$ cat src/lpm_pkg.sv
package lpm_pkg;
  // Timing, all from the 40 MHz core clock
  localparam int CLK_MHZ          = 40;
  localparam int SAMPLE_NS        = 2000;
  localparam int SYNC_WIDTH_NS    = 4700;
  localparam int SAMPLE_CYC       = SAMPLE_NS * CLK_MHZ / 1000;
  localparam int SAMPLE_BEGIN_CYC = ((SYNC_WIDTH_NS - SAMPLE_NS) / 2) * CLK_MHZ / 1000;
  localparam logic [11:0] SAMP_BEGIN = 12'(SAMPLE_BEGIN_CYC);
  localparam logic [11:0] SAMP_END   = 12'(SAMPLE_BEGIN_CYC + SAMPLE_CYC);

  // Recognition accumulator, one step per line (about 16 lines = 1 ms)
  localparam logic [4:0] ACC_MAX = 5'h14;
  localparam logic [4:0] ACC_TH_HI = 5'h10;
  localparam logic [4:0] ACC_TH_LO = 5'h04;

  // Frame lines where line-trace inhibition is lifted
  localparam logic [8:0] FRAME_FREE_FIRST = 9'h008;
  localparam logic [8:0] FRAME_FREE_LAST  = 9'h015;

  // Comparator current (uA) and conversion gain (uA per rad)
  localparam logic [10:0] CUR_LONG_UA    = 11'h1f4;
  localparam logic [10:0] CUR_SHORT_UA   = 11'h5dc;
  localparam logic [8:0]  GAIN_LONG_URAD  = 9'h0a0;
  localparam logic [8:0]  GAIN_SHORT_URAD = 9'h1d6;

  // Register map
  localparam logic [7:0] ADDR_CTRL   = 8'h00;
  localparam logic [7:0] ADDR_STATUS = 8'h04;
  localparam logic [7:0] ADDR_MASK   = 8'h08;
  localparam logic [7:0] ADDR_STATE  = 8'h0c;
  localparam int CTRL_FORCE_SHORT = 0;
  localparam int CTRL_INH_EN      = 1;
  localparam logic [1:0] CTRL_RESET = 2'h2;
  localparam int EV_VIDEO_FOUND = 0;
  localparam int EV_VIDEO_LOST  = 1;
  localparam int ST_VIDEO   = 0;
  localparam int ST_SHORT   = 1;
  localparam int ST_INH     = 2;
  localparam int ST_ACC_LSB = 8;
  localparam int ST_LINE_LSB = 16;
endpackage

$ cat src/lpm_top.sv
// Overview of operation
// RULE1 - The loop runs short time constant while fast-lock select is active or no video is recognised, else long; CTRL_FORCE_SHORT also selects short.
// RULE2 - The outside party requests fast-lock mode by pulling the select pin low (below 2.1 V); high means normal.
// RULE3 - The time constant is switched only through the comparator current amplitude, never filter parts.
// RULE4 - Comparator gain is 0.16 mA/rad in long mode and 0.47 mA/rad in short mode.
// RULE5 - Comparator current is about 500 uA in long mode and about 1.5 mA in short mode.
// RULE6 - Once per line the stage checks whether line sync coincides with a 2 us sampling pulse.
// RULE7 - The 2 us sampling pulse sits at the centre of line sync when the loop is locked.
// RULE8 - Video present or absent is reported, and absence raises the no-video flag forcing short mode.
// RULE9 - The accumulated recognition result drives an output for sound mute and tuning inhibit.
// RULE10 - The recognition decision uses a threshold with hysteresis so it does not toggle at the margin.
// RULE11 - The comparator is inhibited during the frame-retrace inhibit interval.
// RULE12 - The comparator is also inhibited during the extracted frame sync pulse.
// RULE13 - In long mode the comparator is also inhibited during line trace outside blanking, qualified by video ident.
// RULE14 - Line-trace inhibition is not applied from frame line 8 to line 21.
// RULE15 - In short mode only frame-retrace and frame-sync terms inhibit, qualified by video ident.
// RULE16 - Recognition is an up/down counter stepped once per line, with thresholds giving about 1 ms.
`timescale 1ns/100ps
module lpm_top (
  input  wire logic        i_core_clk,
  input  wire logic        i_sys_rst,
  input  wire logic        i_psel,
  input  wire logic        i_penable,
  input  wire logic        i_pwrite,
  input  wire logic [7:0]  i_paddr,
  input  wire logic [31:0] i_pwdata,
  output logic             o_pready,
  output logic [31:0]      o_prdata,
  output logic             o_pslverr,
  input  wire logic        i_fast_lock_select_n,
  input  wire logic        i_line_sync,
  input  wire logic        i_line_start,
  input  wire logic        i_frame_start,
  input  wire logic        i_frame_retrace_inhibit,
  input  wire logic        i_extracted_frame_sync,
  input  wire logic        i_blanking_window,
  input  wire logic        i_line_trace_window,
  output logic             o_short_mode,
  output logic [10:0]      o_comp_current_ua,
  output logic [8:0]       o_comp_gain_urad,
  output logic             o_comp_inhibit,
  output logic             o_sample_pulse,
  output logic             o_video_present,
  output logic             o_no_video,
  output logic             o_irq
);
  import lpm_pkg::*;

  typedef struct packed {
    logic        fl_meta;
    logic        fl_s;
    logic        sync_meta;
    logic        sync_s;
    logic [11:0] phase;
    logic        hit;
    logic [4:0]  acc;
    logic        vp;
    logic        no_video;
    logic [8:0]  frame_line;
    logic [1:0]  ctrl;
    logic [1:0]  status;
    logic [1:0]  mask;
    logic        pready;
    logic [31:0] prdata;
    logic        pslverr;
    logic        irq;
    logic        short_m;
    logic [10:0] cur;
    logic [8:0]  gain;
    logic        inhibit;
    logic        samp;
  } lpm_state_t;

  lpm_state_t st;
  lpm_state_t next_st;

  logic       samp_win;
  logic       frame_free;
  logic       setup;
  logic       wr_acc;
  logic [1:0] ev;
  logic       inh_long;
  logic       inh_short;
  logic       want_short;

  always_comb begin
    next_st = st;
    ev = 2'h0;
    // Two-flop synchronisers for the fast-lock select and line sync pins
    next_st.fl_meta   = i_fast_lock_select_n;
    next_st.fl_s      = st.fl_meta;
    next_st.sync_meta = i_line_sync;
    next_st.sync_s    = st.sync_meta;

    // Line phase from the divided oscillator; 2 us window centred on sync
    samp_win = (st.phase >= SAMP_BEGIN) && (st.phase < SAMP_END); // RULE7
    next_st.samp = samp_win;
    if (i_line_start) begin
      next_st.phase = 12'h000;
      next_st.hit   = 1'b0;
      // Saturating up/down step, once per line
      if (st.hit && st.acc != ACC_MAX) begin // RULE16
        next_st.acc = st.acc + 5'h01;
      end else if (!st.hit && st.acc != 5'h00) begin
        next_st.acc = st.acc - 5'h01;
      end
    end else begin
      if (st.phase != 12'hfff) begin
        next_st.phase = st.phase + 12'h001;
      end
      if (samp_win && st.sync_s) begin // RULE6
        next_st.hit = 1'b1;
      end
    end

    // Hysteresis on the accumulated value
    if (st.acc >= ACC_TH_HI) begin // RULE10
      next_st.vp = 1'b1;
    end else if (st.acc <= ACC_TH_LO) begin
      next_st.vp = 1'b0;
    end
    // Mute output kept in its own flop so the pin never sees a gate
    next_st.no_video = !next_st.vp; // RULE9
    ev[EV_VIDEO_FOUND] = next_st.vp && !st.vp; // RULE8
    ev[EV_VIDEO_LOST]  = !next_st.vp && st.vp;

    // Frame line count, saturating so long frames never wrap into the free range
    if (i_frame_start) begin
      // Frame start precedes the first line start, which brings the count to 1
      next_st.frame_line = i_line_start ? 9'h001 : 9'h000;
    end else if (i_line_start && st.frame_line != 9'h1ff) begin
      next_st.frame_line = st.frame_line + 9'h001;
    end
    frame_free = (st.frame_line >= FRAME_FREE_FIRST) && (st.frame_line <= FRAME_FREE_LAST);

    // Select pin is active low
    want_short = !st.fl_s || !st.vp || st.ctrl[CTRL_FORCE_SHORT]; // RULE1 RULE2 RULE8
    next_st.short_m = want_short;
    // Only the comparator current and gain move; the loop filter is left alone
    next_st.cur  = want_short ? CUR_SHORT_UA : CUR_LONG_UA; // RULE3 RULE5
    next_st.gain = want_short ? GAIN_SHORT_URAD : GAIN_LONG_URAD; // RULE4

    // Mode term is the registered one, three cycles behind the select pin
    inh_short = st.vp && (i_frame_retrace_inhibit || i_extracted_frame_sync); // RULE11 RULE12 RULE15
    inh_long  = st.vp && (i_frame_retrace_inhibit || i_extracted_frame_sync
                || (!i_blanking_window && i_line_trace_window && !frame_free)); // RULE13 RULE14
    next_st.inhibit = st.ctrl[CTRL_INH_EN] && (st.short_m ? inh_short : inh_long); // RULE15

    // APB slave: data prepared in setup, one access cycle with pready high
    setup  = i_psel && !i_penable && !st.pready;
    wr_acc = i_psel && i_penable && st.pready && i_pwrite;
    next_st.pready  = setup;
    next_st.pslverr = 1'b0;
    if (setup) begin
      next_st.prdata = 32'h0;
      case (i_paddr)
        ADDR_CTRL:   next_st.prdata[1:0] = st.ctrl;
        ADDR_STATUS: next_st.prdata[1:0] = st.status;
        ADDR_MASK:   next_st.prdata[1:0] = st.mask;
        ADDR_STATE: begin
          next_st.prdata[ST_VIDEO] = st.vp;
          next_st.prdata[ST_SHORT] = st.short_m;
          next_st.prdata[ST_INH]   = st.inhibit;
          next_st.prdata[ST_ACC_LSB +: 5]  = st.acc;
          next_st.prdata[ST_LINE_LSB +: 9] = st.frame_line;
        end
        default: next_st.pslverr = 1'b1;
      endcase
    end else begin
      // Read data stands only with pready, zero otherwise
      next_st.prdata = 32'h0;
    end
    // Set wins over the write-one clear
    next_st.status = st.status | ev;
    if (wr_acc) begin
      case (i_paddr)
        ADDR_CTRL:   next_st.ctrl = i_pwdata[1:0];
        ADDR_STATUS: next_st.status = (st.status & ~i_pwdata[1:0]) | ev;
        ADDR_MASK:   next_st.mask = i_pwdata[1:0];
        default: ;
      endcase
    end
    next_st.irq = |(next_st.status & next_st.mask);
  end

  always_ff @(posedge i_core_clk) begin
    if (i_sys_rst) begin
      // Pins start idle; mode stays short until video is found
      st      <= '0;
      st.fl_meta <= 1'b1;
      st.fl_s    <= 1'b1;
      st.no_video <= 1'b1;
      st.ctrl    <= CTRL_RESET;
      st.short_m <= 1'b1;
      st.cur     <= CUR_SHORT_UA;
      st.gain    <= GAIN_SHORT_URAD;
    end else begin
      st <= next_st;
    end
  end

  assign o_pready          = st.pready;
  assign o_prdata          = st.prdata;
  assign o_pslverr         = st.pslverr;
  assign o_short_mode      = st.short_m;
  assign o_comp_current_ua = st.cur;
  assign o_comp_gain_urad  = st.gain;
  assign o_comp_inhibit    = st.inhibit;
  assign o_sample_pulse    = st.samp;
  assign o_video_present   = st.vp;
  assign o_no_video        = st.no_video;
  assign o_irq             = st.irq;
endmodule

$ cat config.mk
export PLATFORM = sky130hd
export DESIGN_NAME = lpm_top
export DESIGN_NICKNAME = d
export VERILOG_FILES = /design/src/lpm_pkg.sv /design/src/lpm_top.sv
export SDC_FILE = /design/constraint.sdc
export NUM_CORES = 1
export LEC_CHECK = 0
export ABC_AREA = 1
export BUFFER_PORTS_ARGS = -buffer_cell sky130_fd_sc_hd__buf_2
export CAP_MARGIN = 20
export CORE_ASPECT_RATIO = 0.8
export CORE_MARGIN = 5
export CORE_UTILIZATION = 50
export CTS_BUF_LIST = sky130_fd_sc_hd__clkbuf_8 sky130_fd_sc_hd__clkbuf_16
export CTS_CLUSTER_SIZE = 25
export DETAILED_ROUTE_END_ITERATION = 10
export HOLD_SLACK_MARGIN = 0.05
export PLACE_DENSITY = 0.8
export SYNTH_ARGS = -nofsm -noshare
export SYNTH_HDL_FRONTEND = slang
export SYNTH_SLANG_ARGS = --single-unit
$ cat constraint.sdc
create_clock -name i_core_clk -period 2.15 [get_ports i_core_clk]
set_input_delay 0.1075 -clock i_core_clk [delete_from_list [all_inputs] [get_ports i_core_clk]]
set_output_delay 0.1075 -clock i_core_clk [all_outputs]
set_load 0.05 [all_outputs]
==> summary.txt <==
Timing
  – Layout Skew: ~7.4 ps
  – FMAX: between 0.5 and 0.6 GHz
  – Fin crit period: just under 2000 ps
  – Slew Limit Fails: 0
  – Worst hold slack: a little under 80 ps
  – Setup TNS: 0 ps
  – Tcrit/Tclk final: about nine tenths
  – Final setup violation count: 0
  – Final Hold Fails: 0
  – Final WS setup: about 220 ps
  – RSZ-0062 raised after global routing: no

Synth
  – Synth Instances: around 410
  – Ys flop type: dfxtp_1
  – Sequential area share after synthesis: slightly below 40%
  – Mapped Area: roughly 3200 um2
  – Largest area contributor in the netlist: dfxtp_1
  – Synth top area cells: dfxtp_1 (39%), buf_4 (12%), nand2_1 (7.2%)
  – EDFF count, synth: 0
  – Syn Area/Cell: ~7.8 um2
  – Yosys top cell area share: between 30% and 40%
  – #FFs+latches synth: between 60 and 70
  – Yosys cell types: 41
  – Async SR Flop Fraction: 0%
  – Yosys warning total: 0

Cells and area
  – Final Cell Area: approximately 3500 um2
  – P&R area growth vs syn: 9.35%
  – Layout Cells excl Fill: approximately 540
  – Fin nets: 517
  – Most frequent cells in the layout: dfxtp_1 (63), nand2_1 (61), buf_2 (56)
  – Commonest non-fill, non-tap cell in the layout: dfxtp_1
  – Share of layout cells above drive strength 1: a little under a quarter
  – Antenna cells: 0

Placed design
  – Detailed placement HPWL: ~4500 um
  – Port Buffers: 56
  – Pre-CTS WS: ~180 ps
  – Placed cell count: between 500 and 600
  – Dpl cell area: 3290 um2
  – Placer congestion estimate: approximately 0.86

Routing
  – WL final: 5890 um
  – Initial DRT Pass Iterations: 4
  – Initial DRC count: around 80
  – Average wire per standard cell: between 10 and 15 um
  – Vias: 2,525
  – Drc violations: 0
  – Post-route ant nets: 0
  – Vias per cell: between 4 and 5

Worst setup path
  – Setup CP Type: reg2reg
  – Cell family with most CP delay: simple AND/OR/NAND/NOR gates
  – CP startpoint kind: register
  – Max incr delay on CP: roughly 420 ps
  – CP Cell Sequence: nor2_1, nand3_1, nand2_2, fa_1, inv_1, nor2_1, nor2_1, inv_1, nand2_1, nand2_1, nor2_1, nand2_1, nand2_1, nor2_1
  – Arr. time, crit path: ~2200 ps
  – Most used cell, CP: nor2_1
  – Critical-path cell with the highest stage delay: fa_1
  – Crit path buffers/inverters: 2
  – CP startpoint: st[76]$_SDFFE_PP0P_
  – Worst setup EP type: register
  – Critical R2R Launch: st[76]$_SDFFE_PP0P_
  – Required @ worst endpoint: between 2000 and 2500 ps
  – Max FO, Critical Path: 5

Floorplanning
  – Die area: 8170 um2
  – Die height: between 80 and 90 um
  – Site Rows: 26
  – I/O pin total: 113
  – Placeable Area: 6340 um2
  – Initial Util: 50.8%
  – Die width: between 90 and 100 um

Clock network
  – CTS tree: yes
  – Total CTS buffers: 9
  – Reg clk slew, reported paths: ~70 ps
  – Clock Path Buffers: 2
  – Clock Tree Root: clkbuf_8
  – Clock Sinks: 63
  – H-tree depth: 3
  – Clock Latency Late Sink: roughly 330 ps

Power and ir drop
  – Switching pwr: ~1.1 mW
  – Clock share of power: 31.3%
  – P_int: about 2 mW
  – Peak supply drop: between 0.4 and 0.5 mV
  – Reg power frac: a little over two fifths
  – Gate power share: between 20% and 30%
  – P per Cell Area: 878 nW/um2
  – Sw Share: 34.5%
  – Leak: ~1.6 nW

Global routing
  – Largest net degree at the start of global routing: 18
  – All-Layer GR Usage: 15.1%
  – Antenna violations before repair: 0
  – First-pass GRT wire length: approximately 9900 um
  – Total grt overflow: 0
  – Number of global-route vias before repair: around 2.3k

Min path
  – HP Start: i_pwdata[0]
  – Hold Crit Class: in2reg

Run
  – Max cap viols: 0

Status
  – Status: completed
==> timing repair <==
| item | in CTS | in global routing |
|---|---|---|
| gates resized for setup | 0 | 2 |
| endpoints found under the setup margin | 0 | 1 |
| buffers inserted | 0 | 0 |
| endpoints found under the hold margin | 3 | 0 |
| hold buffers | 4 | 0 |
==> flip-flops by register name, indices dropped and copies added (netlist names) <==
| name | flops |
|---|---|
| o_pslverr | 1 |
| o_no_video | 1 |
| o_video_present | 1 |
| st | 35 |
| o_prdata | 17 |
| o_comp_current_ua | 2 |
| o_pready | 1 |
| o_irq | 1 |
| o_sample_pulse | 1 |
| next_st | 2 |
| o_comp_inhibit | 1 |
==> per-stage QoR <==
step	power, mW	util, %
4_1_cts	3.12	55.5
3_3_place_gp	2.12	51.9
2_1_floorplan	2.05	-
5_1_grt	3.29	55.6
3_5_place_dp	2.14	51.9
6_report	3.10	55.6
==> Yosys cell counts (2+ instances only) <==
master,n
dfxtp_1,63
nand2_1,62
nor2_1,54
buf_4,52
inv_1,42
a21oi_1,22
nand3_1,22
ha_1,9
o21ai_0,9
nor2_4,8
nand4_1,7
inv_2,5
xor2_1,5
nand3_2,4
nor2_2,4
nor3_1,4
o21ai_1,4
a211oi_1,3
a21oi_2,3
a31oi_1,3
clkinv_4,2
conb_1,2
nand2_2,2
nand2_4,2
nor4_1,2
o21a_1,2
or2_2,2
xnor2_1,2
==> final timing paths <==
| kind | endpoint | slack, ps | cells after the start |
|---|---|---|---|
| setup / recovery | st[79]$_SDFFE_PP0P_ | 220 | 14 |
| setup reg to reg | st[79]$_SDFFE_PP0P_ | 220 | 14 |
| hold / removal | st[58]$_SDFF_PP0_ | 80 | 3 |
| hold reg to reg | st[93]$_SDFF_PP0_ | 410 | 2 |
==> cell type report <==
cell class / instances / area (um2)
timing repair buffer: 60 / 320
multi-input combinational: 269 / 1450
clock buffer: 10 / 138
inverter: 51 / 204
clock inverter: 6 / 53.8
sequential: 63 / 1260
fill: 625 / 2820
tap: 84 / 105
==> worst reg2reg max path, stage by stage (launching register included) <==
cell,delay [ps]
dfxtp_1,410
nor2_1,110
nand3_1,130
nand2_2,110
fa_1,420
inv_1,70
nor2_1,40
nor2_1,110
inv_1,50
nand2_1,60
nand2_1,40
nor2_1,110
nand2_1,60
nand2_1,60
nor2_1,30
==> power by group through the flow <==
stage                     clock network, mW  logic (mW)  registers [mW]
after global routing                   1.06       0.873            1.36
final                                 0.968       0.783            1.34
after global placement                    0       0.754            1.36
after floorplan                           0       0.638            1.41
after detailed placement                  0       0.771            1.37
after CTS                              1.00       0.780            1.34
==> layer usage <==
layer / part of all wire (%) / vias up / GRT usage (%)
li1: - / 1318 / -
met1: 42 / 1141 / 17.4
met2: 49 / 59 / 26.1
met3: 6.7 / 7 / 4.58
met4: 1.6 / 0 / 6.41
met5: 0 / - / 0
==> logic make-up after synthesis <==
logic type	Yosys count	share of synthesized area, %
AO/OA/AOI/OAI	48	8.50
XOR/XNOR	7	1.90
adder cells (fa/ha/maj)	10	4.11
buffers and inverters	106	19.0
flip-flops	63	39.1
other	2	0.233
AND/OR/NAND/NOR	178	27.1
(Power assumes the default switching activity.)
